**src/timer16_pkg.sv**
```systemverilog
package timer16_pkg;

  // Register indices on the 8-bit CPU port.
  localparam int ADDR_W = 4;
  localparam logic [3:0] A_CTRL_A = 4'h0;
  localparam logic [3:0] A_CTRL_B = 4'h1;
  localparam logic [3:0] A_IRQ_MASK = 4'h2;
  localparam logic [3:0] A_IRQ_FLAGS = 4'h3;
  localparam logic [3:0] A_CNT_L = 4'h4;
  localparam logic [3:0] A_CNT_H = 4'h5;
  localparam logic [3:0] A_CAP_L = 4'h6;
  localparam logic [3:0] A_CAP_H = 4'h7;
  localparam logic [3:0] A_CMPA_L = 4'h8;
  localparam logic [3:0] A_CMPA_H = 4'h9;
  localparam logic [3:0] A_CMP_CTRL = 4'hA;

  // Field positions.
  localparam int B_NOISE_EN = 7;
  localparam int B_EDGE_RISE = 6;
  localparam int B_WGM_HI = 3;
  localparam int B_CS_LO = 0;
  localparam int B_WGM_LO = 0;
  localparam int B_CAP_FLAG = 5;
  localparam int B_OVF_FLAG = 0;
  localparam int B_CAP_SRC = 2;

  // Reset values.
  localparam logic [7:0] BYTE_ZERO = 8'h00;
  localparam logic [15:0] WORD_ZERO = 16'h0000;

  // Counter limits.
  localparam logic [15:0] CNT_BOTTOM = 16'h0000;
  localparam logic [15:0] CNT_MAX = 16'hFFFF;
  localparam logic [15:0] CNT_ONE = 16'h0001;
  localparam logic [15:0] TOP_8BIT = 16'h00FF;
  localparam logic [15:0] TOP_9BIT = 16'h01FF;
  localparam logic [15:0] TOP_10BIT = 16'h03FF;

  // Clock source codes.
  localparam logic [2:0] CS_STOP = 3'h0;
  localparam logic [2:0] CS_SYS = 3'h1;
  localparam logic [2:0] CS_DIV8 = 3'h2;
  localparam logic [2:0] CS_DIV64 = 3'h3;
  localparam logic [2:0] CS_DIV256 = 3'h4;
  localparam logic [2:0] CS_DIV1024 = 3'h5;
  localparam logic [2:0] CS_EXT_FALL = 3'h6;
  localparam logic [2:0] CS_EXT_RISE = 3'h7;

  // Waveform mode codes.
  localparam logic [3:0] WGM_NORMAL = 4'h0;
  localparam logic [3:0] WGM_PC8 = 4'h1;
  localparam logic [3:0] WGM_PC9 = 4'h2;
  localparam logic [3:0] WGM_PC10 = 4'h3;
  localparam logic [3:0] WGM_CTC_A = 4'h4;
  localparam logic [3:0] WGM_FAST8 = 4'h5;
  localparam logic [3:0] WGM_FAST9 = 4'h6;
  localparam logic [3:0] WGM_FAST10 = 4'h7;
  localparam logic [3:0] WGM_PFC_ICR = 4'h8;
  localparam logic [3:0] WGM_PFC_A = 4'h9;
  localparam logic [3:0] WGM_PC_ICR = 4'hA;
  localparam logic [3:0] WGM_PC_A = 4'hB;
  localparam logic [3:0] WGM_CTC_ICR = 4'hC;
  localparam logic [3:0] WGM_FAST_ICR = 4'hE;
  localparam logic [3:0] WGM_FAST_A = 4'hF;

  // Noise filter depth.
  localparam int FILT_LEN = 4;
  localparam logic [3:0] FILT_ALL0 = 4'h0;
  localparam logic [3:0] FILT_ALL1 = 4'hF;

  typedef enum logic [1:0] {DIR_UP = 2'b01, DIR_DOWN = 2'b10} dir_e;

  function automatic logic icr_is_top(input logic [3:0] m);
    icr_is_top = (m == WGM_PFC_ICR) || (m == WGM_PC_ICR) || (m == WGM_CTC_ICR) ||
                 (m == WGM_FAST_ICR);
  endfunction

endpackage

```
**src/noise_filter.sv**
```systemverilog
`timescale 1ns/1ps
module noise_filter (
  // Clock and reset.
  input wire logic core_clk,
  input wire logic resetn,
  // Control.
  input wire logic enable,
  // Sample in and filtered level out.
  input wire logic din,
  output logic dout
);

  logic [3:0] hist_reg;
  logic dout_reg;
  wire agree = (hist_reg == timer16_pkg::FILT_ALL0) || (hist_reg == timer16_pkg::FILT_ALL1);
  wire dout_next = enable ? (agree ? hist_reg[timer16_pkg::FILT_LEN-1] : dout_reg) : din;

  always_ff @(posedge core_clk) begin
    if (!resetn) begin
      hist_reg <= timer16_pkg::FILT_ALL0;
      dout_reg <= 1'b0;
    end else begin
      hist_reg <= {hist_reg[2:0], din};
      dout_reg <= dout_next; // [RULE_18] [RULE_19]
    end
  end

  assign dout = dout_reg;
endmodule

```
**src/count_sequencer.sv**
```systemverilog
`timescale 1ns/1ps
module count_sequencer (
  // Present state.
  input wire logic [15:0] cnt,
  input wire timer16_pkg::dir_e dir,
  // Mode and top sources.
  input wire logic [3:0] wgm,
  input wire logic [15:0] cmp_a,
  input wire logic [15:0] cap_val,
  // Next state and indicators.
  output logic [15:0] cnt_next,
  output timer16_pkg::dir_e dir_next,
  output logic top_hit,
  output logic bottom_hit,
  output logic ovf_hit,
  output logic up_down
);

  logic [15:0] top_val;
  logic fast;

  always_comb begin
    case (wgm)
      timer16_pkg::WGM_PC8, timer16_pkg::WGM_FAST8: top_val = timer16_pkg::TOP_8BIT; // [RULE_24]
      timer16_pkg::WGM_PC9, timer16_pkg::WGM_FAST9: top_val = timer16_pkg::TOP_9BIT;
      timer16_pkg::WGM_PC10, timer16_pkg::WGM_FAST10: top_val = timer16_pkg::TOP_10BIT;
      timer16_pkg::WGM_CTC_A, timer16_pkg::WGM_PFC_A, timer16_pkg::WGM_PC_A,
      timer16_pkg::WGM_FAST_A: top_val = cmp_a;
      timer16_pkg::WGM_PFC_ICR, timer16_pkg::WGM_PC_ICR, timer16_pkg::WGM_CTC_ICR,
      timer16_pkg::WGM_FAST_ICR: top_val = cap_val;
      default: top_val = timer16_pkg::CNT_MAX;
    endcase
  end

  assign up_down = (wgm >= timer16_pkg::WGM_PC8 && wgm <= timer16_pkg::WGM_PC10) ||
                   (wgm >= timer16_pkg::WGM_PFC_ICR && wgm <= timer16_pkg::WGM_PC_A);
  assign fast = (wgm >= timer16_pkg::WGM_FAST8 && wgm <= timer16_pkg::WGM_FAST10) ||
                (wgm >= timer16_pkg::WGM_FAST_ICR);
  assign top_hit = (cnt == top_val); // [RULE_10]
  assign bottom_hit = (cnt == timer16_pkg::CNT_BOTTOM); // [RULE_10]

  // Next count for one timer tick, chosen by the mode.
  always_comb begin
    dir_next = dir;
    cnt_next = cnt + timer16_pkg::CNT_ONE;
    if (up_down) begin
      if (dir == timer16_pkg::DIR_UP && top_hit) begin
        dir_next = timer16_pkg::DIR_DOWN;
        cnt_next = cnt - timer16_pkg::CNT_ONE;
      end else if (dir == timer16_pkg::DIR_DOWN && !bottom_hit) begin
        cnt_next = cnt - timer16_pkg::CNT_ONE; // [RULE_05]
      end else if (dir == timer16_pkg::DIR_DOWN) begin
        dir_next = timer16_pkg::DIR_UP;
      end
    end else if (top_hit) begin
      cnt_next = timer16_pkg::CNT_BOTTOM; // [RULE_05] [RULE_08]
    end
  end

  assign ovf_hit = up_down ? bottom_hit :
                   (fast ? top_hit : (cnt == timer16_pkg::CNT_MAX)); // [RULE_09]

endmodule

```
**src/timer16_counter_input_capture.sv**
```systemverilog
// Operation
// RULE_01 - Counter appears as low and high byte; high byte access uses holding register.
// RULE_02 - Low byte read fills holding register; low byte write loads high byte.
// RULE_03 - Holding register keeps its value between accesses for reuse.
// RULE_04 - Three-bit clock select picks tick source; zero stops the counter.
// RULE_05 - Each timer tick clears, increments or decrements the counter per mode.
// RULE_06 - Counter is readable and writable whether or not ticks arrive.
// RULE_07 - A CPU counter write beats a clear or count in the same cycle.
// RULE_08 - Four-bit waveform mode, split over control A and B, sets count sequence.
// RULE_09 - Overflow flag sets where the mode defines and can request an interrupt.
// RULE_10 - Bottom indicator at zero, top indicator at the sequence's highest value.
// RULE_11 - Accepted edge on the selected source copies the counter into capture register.
// RULE_12 - Capture flag sets with the copy; requests interrupt when enabled.
// RULE_13 - Capture flag clears on interrupt acknowledge or writing one to it.
// RULE_14 - Capture low byte read fills holding register; high read returns it.
// RULE_15 - Capture register writable only in modes using it as top.
// RULE_16 - Source select bit switches capture trigger from pin to comparator output.
// RULE_17 - Switching source may capture; software clears the flag afterwards.
// RULE_18 - Enabled filter changes output only when four samples agree.
// RULE_19 - Filter enable bit inserts the filter, adding four system cycles latency.
// RULE_20 - Filter and edge detector stay active except in capture-as-top modes.
// RULE_21 - Driving the capture pin from its port logic can trigger a capture.
// RULE_22 - Every new capture overwrites the capture register, read or not.
// RULE_23 - Low byte write loads holding byte and written byte in one cycle.
// RULE_24 - Top is 0x00FF, 0x01FF, 0x03FF, compare register A or capture register.
// RULE_25 - Edge select bit chooses rising or falling capture edge.
// RULE_26 - Capture pin and comparator output are synchronised before the filter.
`timescale 1ns/1ps
module timer16_counter_input_capture (
  // Clock and reset.
  input wire logic core_clk,
  input wire logic resetn,
  // CPU register port.
  input wire logic [3:0] cpu_addr,
  input wire logic cpu_wr,
  input wire logic cpu_rd,
  input wire logic [7:0] cpu_wdata,
  output logic [7:0] cpu_rdata,
  // Tick sources: divided enables for 8, 64, 256 and 1024, and the count pin.
  input wire logic [3:0] prescale_ticks,
  input wire logic external_count_pin,
  // Capture sources.
  input wire logic capture_pin,
  input wire logic comparator_output,
  // Interrupt requests and acknowledges.
  input wire logic capture_irq_ack,
  input wire logic overflow_irq_ack,
  output logic capture_irq,
  output logic overflow_irq,
  // Counter indicators.
  output logic timer_tick,
  output logic count_at_top,
  output logic count_at_bottom
);

  // Registers.
  logic [15:0] count_reg;
  logic [15:0] capture_reg;
  logic [15:0] cmp_a_reg;
  logic [7:0] hold_reg;
  logic [7:0] rdata_reg;
  logic [7:0] ctrl_a_reg;
  logic [7:0] ctrl_b_reg;
  logic cap_ie_reg;
  logic ovf_ie_reg;
  logic cap_flag_reg;
  logic ovf_flag_reg;
  logic cap_src_reg;
  timer16_pkg::dir_e dir_reg;

  // Synchronisers and edge state.
  logic pin_meta_reg;
  logic pin_sync_reg;
  logic cmp_meta_reg;
  logic cmp_sync_reg;
  logic ext_meta_reg;
  logic ext_sync_reg;
  logic ext_prev_reg;
  logic filt_prev_reg;

  // Sequencer and filter outputs.
  logic [15:0] seq_cnt;
  timer16_pkg::dir_e seq_dir;
  logic top_hit;
  logic bottom_hit;
  logic ovf_hit;
  logic up_down;
  logic filt_out;

  // Decoded controls.
  wire [2:0] clk_sel = ctrl_b_reg[timer16_pkg::B_CS_LO +: 3];
  wire [3:0] wgm = {ctrl_b_reg[timer16_pkg::B_WGM_HI +: 2],
                    ctrl_a_reg[timer16_pkg::B_WGM_LO +: 2]}; // [RULE_08]
  wire noise_en = ctrl_b_reg[timer16_pkg::B_NOISE_EN];
  wire edge_rise = ctrl_b_reg[timer16_pkg::B_EDGE_RISE];
  wire icr_top = timer16_pkg::icr_is_top(wgm);

  // Address decode.
  wire wr_ctrl_a = cpu_wr && (cpu_addr == timer16_pkg::A_CTRL_A);
  wire wr_ctrl_b = cpu_wr && (cpu_addr == timer16_pkg::A_CTRL_B);
  wire wr_mask = cpu_wr && (cpu_addr == timer16_pkg::A_IRQ_MASK);
  wire wr_flags = cpu_wr && (cpu_addr == timer16_pkg::A_IRQ_FLAGS);
  wire wr_cnt_l = cpu_wr && (cpu_addr == timer16_pkg::A_CNT_L);
  wire wr_cap_l = cpu_wr && (cpu_addr == timer16_pkg::A_CAP_L) && icr_top; // [RULE_15]
  wire wr_cmpa_l = cpu_wr && (cpu_addr == timer16_pkg::A_CMPA_L);
  wire wr_cmp_ctrl = cpu_wr && (cpu_addr == timer16_pkg::A_CMP_CTRL);
  wire wr_high = cpu_wr && ((cpu_addr == timer16_pkg::A_CNT_H) ||
                 (cpu_addr == timer16_pkg::A_CAP_H) || (cpu_addr == timer16_pkg::A_CMPA_H));
  wire rd_cnt_l = cpu_rd && (cpu_addr == timer16_pkg::A_CNT_L);
  wire rd_cap_l = cpu_rd && (cpu_addr == timer16_pkg::A_CAP_L);

  // Tick selection.
  wire ext_fall = ext_prev_reg && !ext_sync_reg;
  wire ext_rise = !ext_prev_reg && ext_sync_reg;
  wire tick_sel = (clk_sel == timer16_pkg::CS_SYS) ? 1'b1 :
                  (clk_sel == timer16_pkg::CS_DIV8) ? prescale_ticks[0] :
                  (clk_sel == timer16_pkg::CS_DIV64) ? prescale_ticks[1] :
                  (clk_sel == timer16_pkg::CS_DIV256) ? prescale_ticks[2] :
                  (clk_sel == timer16_pkg::CS_DIV1024) ? prescale_ticks[3] :
                  (clk_sel == timer16_pkg::CS_EXT_FALL) ? ext_fall :
                  (clk_sel == timer16_pkg::CS_EXT_RISE) ? ext_rise : 1'b0; // [RULE_04]

  // Capture source, filter and edge detection.
  wire cap_src_level = cap_src_reg ? cmp_sync_reg : pin_sync_reg; // [RULE_16] [RULE_17]
  wire edge_seen = edge_rise ? (filt_out && !filt_prev_reg) :
                   (!filt_out && filt_prev_reg); // [RULE_25]
  wire cap_evt = edge_seen && !icr_top; // [RULE_20]

  // Next values.
  wire [15:0] count_next = wr_cnt_l ? {hold_reg, cpu_wdata} :
                           (tick_sel ? seq_cnt : count_reg); // [RULE_07] [RULE_23]
  wire [15:0] capture_next = cap_evt ? count_reg :
                             (wr_cap_l ? {hold_reg, cpu_wdata} : capture_reg); // [RULE_22]
  wire [7:0] hold_next = wr_high ? cpu_wdata :
                         (rd_cnt_l ? count_reg[15:8] :
                         (rd_cap_l ? capture_reg[15:8] : hold_reg)); // [RULE_02] [RULE_14]
  wire cap_clear = (wr_flags && cpu_wdata[timer16_pkg::B_CAP_FLAG]) || capture_irq_ack;
  wire ovf_clear = (wr_flags && cpu_wdata[timer16_pkg::B_OVF_FLAG]) || overflow_irq_ack;
  wire ovf_set = tick_sel && !wr_cnt_l && ovf_hit;
  wire cap_flag_next = cap_evt || (cap_flag_reg && !cap_clear); // [RULE_12] [RULE_13]
  wire ovf_flag_next = ovf_set || (ovf_flag_reg && !ovf_clear); // [RULE_09]

  // Read mux; counter and capture high byte locations return the holding register.
  wire [7:0] flags_rd = {2'b00, cap_flag_reg, 4'h0, ovf_flag_reg};
  wire [7:0] mask_rd = {2'b00, cap_ie_reg, 4'h0, ovf_ie_reg};
  wire [7:0] rdata_next =
    (cpu_addr == timer16_pkg::A_CTRL_A) ? ctrl_a_reg :
    (cpu_addr == timer16_pkg::A_CTRL_B) ? ctrl_b_reg :
    (cpu_addr == timer16_pkg::A_IRQ_MASK) ? mask_rd :
    (cpu_addr == timer16_pkg::A_IRQ_FLAGS) ? flags_rd :
    (cpu_addr == timer16_pkg::A_CNT_L) ? count_reg[7:0] : // [RULE_06]
    (cpu_addr == timer16_pkg::A_CAP_L) ? capture_reg[7:0] :
    (cpu_addr == timer16_pkg::A_CMPA_L) ? cmp_a_reg[7:0] :
    (cpu_addr == timer16_pkg::A_CMPA_H) ? cmp_a_reg[15:8] :
    (cpu_addr == timer16_pkg::A_CNT_H) ? hold_reg : // [RULE_01]
    (cpu_addr == timer16_pkg::A_CAP_H) ? hold_reg : // [RULE_14]
    (cpu_addr == timer16_pkg::A_CMP_CTRL) ? {5'h00, cap_src_reg, 2'h0} :
    timer16_pkg::BYTE_ZERO;

  count_sequencer u_seq (
    .cnt(count_reg),
    .dir(dir_reg),
    .wgm(wgm),
    .cmp_a(cmp_a_reg),
    .cap_val(capture_reg),
    .cnt_next(seq_cnt),
    .dir_next(seq_dir),
    .top_hit(top_hit),
    .bottom_hit(bottom_hit),
    .ovf_hit(ovf_hit),
    .up_down(up_down)
  );

  noise_filter u_filt (
    .core_clk(core_clk),
    .resetn(resetn),
    .enable(noise_en),
    .din(cap_src_level),
    .dout(filt_out)
  );

  // Input synchronisers; the pin level includes any drive from its own port logic.
  always_ff @(posedge core_clk) begin
    if (!resetn) begin
      pin_meta_reg <= 1'b0;
      pin_sync_reg <= 1'b0;
      cmp_meta_reg <= 1'b0;
      cmp_sync_reg <= 1'b0;
      ext_meta_reg <= 1'b0;
      ext_sync_reg <= 1'b0;
      ext_prev_reg <= 1'b0;
      filt_prev_reg <= 1'b0;
    end else begin
      pin_meta_reg <= capture_pin; // [RULE_26] [RULE_21]
      pin_sync_reg <= pin_meta_reg;
      cmp_meta_reg <= comparator_output; // [RULE_26]
      cmp_sync_reg <= cmp_meta_reg;
      ext_meta_reg <= external_count_pin;
      ext_sync_reg <= ext_meta_reg;
      ext_prev_reg <= ext_sync_reg;
      filt_prev_reg <= filt_out;
    end
  end

  // Counter, capture and holding registers.
  always_ff @(posedge core_clk) begin
    if (!resetn) begin
      count_reg <= timer16_pkg::WORD_ZERO;
      dir_reg <= timer16_pkg::DIR_UP;
      capture_reg <= timer16_pkg::WORD_ZERO;
      hold_reg <= timer16_pkg::BYTE_ZERO;
    end else begin
      count_reg <= count_next; // [RULE_05]
      if (tick_sel && !wr_cnt_l) begin
        dir_reg <= up_down ? seq_dir : timer16_pkg::DIR_UP;
      end
      capture_reg <= capture_next; // [RULE_11]
      hold_reg <= hold_next; // [RULE_03]
    end
  end

  // Control, compare, mask, flag and read data registers.
  always_ff @(posedge core_clk) begin
    if (!resetn) begin
      ctrl_a_reg <= timer16_pkg::BYTE_ZERO;
      ctrl_b_reg <= timer16_pkg::BYTE_ZERO;
      cmp_a_reg <= timer16_pkg::WORD_ZERO;
      cap_ie_reg <= 1'b0;
      ovf_ie_reg <= 1'b0;
      cap_src_reg <= 1'b0;
      cap_flag_reg <= 1'b0;
      ovf_flag_reg <= 1'b0;
      rdata_reg <= timer16_pkg::BYTE_ZERO;
    end else begin
      if (wr_ctrl_a) begin
        ctrl_a_reg <= cpu_wdata;
      end
      if (wr_ctrl_b) begin
        ctrl_b_reg <= cpu_wdata;
      end
      if (wr_cmpa_l) begin
        cmp_a_reg <= {hold_reg, cpu_wdata};
      end
      if (wr_mask) begin
        cap_ie_reg <= cpu_wdata[timer16_pkg::B_CAP_FLAG];
        ovf_ie_reg <= cpu_wdata[timer16_pkg::B_OVF_FLAG];
      end
      if (wr_cmp_ctrl) begin
        cap_src_reg <= cpu_wdata[timer16_pkg::B_CAP_SRC];
      end
      cap_flag_reg <= cap_flag_next;
      ovf_flag_reg <= ovf_flag_next;
      if (cpu_rd) begin
        rdata_reg <= rdata_next;
      end
    end
  end

  assign cpu_rdata = rdata_reg;
  assign capture_irq = cap_flag_reg && cap_ie_reg; // [RULE_12]
  assign overflow_irq = ovf_flag_reg && ovf_ie_reg; // [RULE_09]
  assign timer_tick = tick_sel;
  assign count_at_top = top_hit;
  assign count_at_bottom = bottom_hit;
endmodule

```
**config.mk**
```make
export PLATFORM = sky130hd
export DESIGN_NAME = timer16_counter_input_capture
export DESIGN_NICKNAME = d
export VERILOG_FILES = /design/src/timer16_pkg.sv /design/src/noise_filter.sv /design/src/count_sequencer.sv /design/src/timer16_counter_input_capture.sv
export SDC_FILE = /design/constraint.sdc
export NUM_CORES = 1
export LEC_CHECK = 0
export BUFFER_PORTS_ARGS = -buffer_cell sky130_fd_sc_hd__buf_2
export CAP_MARGIN = 5
export CORE_MARGIN = 3
export CORE_UTILIZATION = 30
export DETAILED_ROUTE_END_ITERATION = 10
export GPL_TIMING_DRIVEN = 0
export MAX_ROUTING_LAYER = met4
export PLACE_DENSITY = 0.47
export SETUP_SLACK_MARGIN = 0.1
export SYNTH_ARGS = -nofsm -noshare
export SYNTH_HDL_FRONTEND = slang
export SYNTH_SLANG_ARGS = --single-unit
```
**constraint.sdc**
```tcl
create_clock -name core_clk -period 4.6 [get_ports core_clk]
set_input_delay 0.69 -clock core_clk [delete_from_list [all_inputs] [get_ports core_clk]]
set_output_delay 0.69 -clock core_clk [all_outputs]
set_load 0.02 [all_outputs]
```
==> results.tsv <==
stage	metric	value	unit
power_and_ir_drop	p_leak	2.738	nW
clock_tree	ctsHtreeMaxLevel	3	
floorplanning	die_h	154.8	µm
clock_tree	cts_hold_buf	0	
power_and_ir_drop	powerDensity	269.9	mW/mm²
grt	globalRouteOverflowTotal	0	
route	drtAntennaViolNets	0	
worst_setup_path	critPathMaxFanout	10	
placement	dp_hpwl	21330	µm
floorplanning	fp-row-count	53	
yosys	yosysTopAreaCellShare	30.13	%
floorplanning	die_x	154.8	µm
floorplanning	dieArea	0.02397	mm²
cells_and_area	drive_gt1_share	9.101	%
yosys	ys_warn_count	0	
yosys	synth_simple_gate_area_share	25.66	%
timing	fin_ws	1.009	ns
yosys	syn_nets	916	
worst_setup_path	critPathArrivalTime	3.83	ns
route	wl	28510	µm
yosys	yosysTopAreaCell	dfxtp_1	
clock_tree	cts_buffer_depth	2	
timing	finalCritPeriodShare	78.07	%
grt	grt_pass1_wl	42590	µm
route	drt_iter0_drc	702	
route	via_count	7114	
yosys	syn_area	0.006645	mm²
power_and_ir_drop	vdd_ir_drop_max	0.2274	mV
grt	grt_start_max_net_pins	19	
timing	setup_tns	0	ns
timing	clock_skew	0.01766	ns
run_status	outcome	complete, no violations	
grt	grtUsageTotal	23.99	%
yosys	synth_area_leaders	dfxtp_1, mux2i_1, a21oi_1, nand2_1, nor2_1	
timing	hold_viol	0	
worst_setup_path	cp_slowest_cell	nor3_2	
yosys	synth-edff-count	0	
worst_setup_path	cpPeakStageDelay	0.69	ns
floorplanning	ioPinCount	38	
clock_tree	path_clk_slew	0.09	ns
hold_path	hold_class	flip-flop to flip-flop	
yosys	synth_top_family_by_area	compound AO/OA/AOI/OAI gates	
route	vias_per_cell	5.884	
placement	portBuffers	30	
clock_tree	cts_tree	built	
clock_tree	cts.repair.resized	0	
cells_and_area	n_antenna_cell	0	
yosys	ys_seq_elements	100	
yosys	synthMuxAreaShare	6.477	%
clock_tree	clock_latency	0.37	ns
worst_setup_path	crit_chain	clkbuf_1, nand2b_1, nor3_2, and2_0, clkbuf_1, nor2_1, nand3_1, clkbuf_1, nor3_1, a221oi_1, o311ai_0	
job	drv_cap	0	
route	first_pass_iters	6	
timing	rsz0062_at_grt	false	
grt	grt_pass1_vias	6715	
worst_setup_path	endpoint_kind	flip-flop	
timing	max_slew_margin	19.15	%
worst_setup_path	worstPathRequired	4.83	ns
grt	antenna_found_initial	0	
placement	place.gp.congestion	0.9264	
route	wl_per_cell	23.58	µm
yosys	synthCells	888	
timing	max_freq	278.5	MHz
clock_tree	cts_buffers	9	
yosys	synth_xor_area_share	2.636	%
yosys	avgSynthCellArea	7.483	µm²
worst_setup_path	start_kind	input pin	
worst_setup_path	crit_type	input pin to flip-flop	
clock_tree	cts_num_sinks	100	
placement	post_dp_cell_area	0.007139	mm²
cells_and_area	synthToLayoutAreaGrowth	11.90	%
yosys	async_flop_share	0	%
floorplanning	coreArea	0.02142	mm²
clock_tree	post_cts_buffers	0	
timing	finalSetupViolCount	0	
timing	final.min_clock_period	3.591	ns
yosys	yosys.area_share.adder	0.5649	%
route	route.detailed.drc	0	
cells_and_area	design_area	0.007436	mm²
floorplanning	initial_utilization	31.02	%
yosys	synthFlopType	dfxtp_1	
timing	worst_pin_slew	1.196	ns
yosys	synth_compound_area_share	27.26	%
power_and_ir_drop	fin_total_pwr	2.007	mW
yosys	synth.yosys.seq_area_share	30.13	%
worst_setup_path	reg2reg_setup_slack	1.14	ns
timing	drv_slew	0	
cells_and_area	final_nets	957	
yosys	synth_cell_types	71	
worst_setup_path	crit_top_cell	clkbuf_1	
placement	dp_slack	0.7017	ns
clock_tree	root_buffer	clkbuf_16	
[worst paths after layout]
| path | start | end | cells after the start |
|---|---|---|---|
| worst max-delay path | cpu_addr[3] | count_reg[10] | 11 |
| worst min-delay path | ext_meta_reg | ext_sync_reg | 1 |
| worst max register to register | ctrl_a_reg[0] | count_reg[14] | 13 |
| worst min register to register | ext_meta_reg | ext_sync_reg | 1 |
[through the flow]
stage / hold WS, ns / utilization, % / instances
floorplan: 0.4119 / - / 888
global placement: 0.4134 / 33.33 / 1193
detailed placement: 0.4209 / 33.33 / 1193
CTS: 0.4381 / 34.72 / 1209
global route: 0.4574 / 34.72 / 1209
finish: 0.4409 / 34.72 / 1209
[power by group]
group          total [mW]  switching [mW]  internal, mW
logic               0.295           0.203        0.0921
registers           0.908          0.0218         0.886
clock network       0.804           0.411         0.393
[final cells by class]
cell class,instances,area (µm²)
Tap cell,275,344.1
Inverter,28,105.1
Fill cell,2349,13980
Clock buffer,10,239.0
Buffer,81,377.9
Clock inverter,6,57.56
Sequential cell,100,2002
Timing Repair Buffer,30,150.1
Multi-Input combinational cell,679,4160
[worst max-delay path, delay by kind of cell]
| kind | cells | cell delay, ns |
|---|---|---|
| AND/OR/NAND/NOR | 6 | 1.72 |
| buffers and inverters | 3 | 0.98 |
| AO/OA/AOI/OAI | 2 | 0.41 |
[cell usage after synthesis (5+ instances only)]
| cell | number |
|---|---|
| buf_1 | 5 |
| and3_1 | 13 |
| a221oi_1 | 18 |
| dfxtp_1 | 100 |
| buf_2 | 8 |
| a22oi_1 | 10 |
| nor4b_1 | 6 |
| o22ai_1 | 11 |
| xnor2_1 | 14 |
| and2_1 | 14 |
| a311o_1 | 6 |
| nor4_1 | 7 |
| clkbuf_1 | 57 |
| buf_4 | 5 |
| o221ai_1 | 6 |
| or3_1 | 5 |
| nand2_1 | 96 |
| nor3_1 | 20 |
| mux2i_1 | 43 |
| nand3b_1 | 8 |
| o31ai_1 | 8 |
| a21oi_1 | 76 |
| nand3_1 | 31 |
| nor2b_1 | 5 |
| nand2b_1 | 20 |
| xor2_1 | 6 |
| inv_1 | 23 |
| a211oi_1 | 30 |
| a31oi_1 | 15 |
| nand4_1 | 5 |
| nor2_1 | 90 |
| o21ai_0 | 50 |
| buf_6 | 6 |
[cells by family after synthesis]
group | after synthesis
buffers and inverters | 109
multiplexers | 43
adder cells (fa/ha/maj) | 3
AO/OA/AOI/OAI | 271
AND/OR/NAND/NOR | 342
flip-flops | 100
XOR/XNOR | 20
[per-layer routing]
layer	share of wire (%)	global-route usage, %
met5	0	-
met4	3.6	9.083
met3	7.2	3.861
met2	44	35.61
met1	45	32.80
[cells in the final DEF (no fill, tap or decap), types with 8 or more instances in the layout]
cell type	instances
mux2i_1	43
a21oi_1	76
dfxtp_1	100
and2_1	14
nand2b_1	20
nand3_1	31
clkbuf_16	9
nand2_1	96
a31oi_1	15
nor2_1	90
o31ai_1	8
inv_1	23
o22ai_1	11
a221oi_1	18
nand3b_1	8
buf_2	38
a22oi_1	10
a211oi_1	30
o21ai_0	50
nor3_1	20
and3_1	13
xnor2_1	14
clkbuf_1	57
No activity file was read; power rests on OpenSTA's default activity.
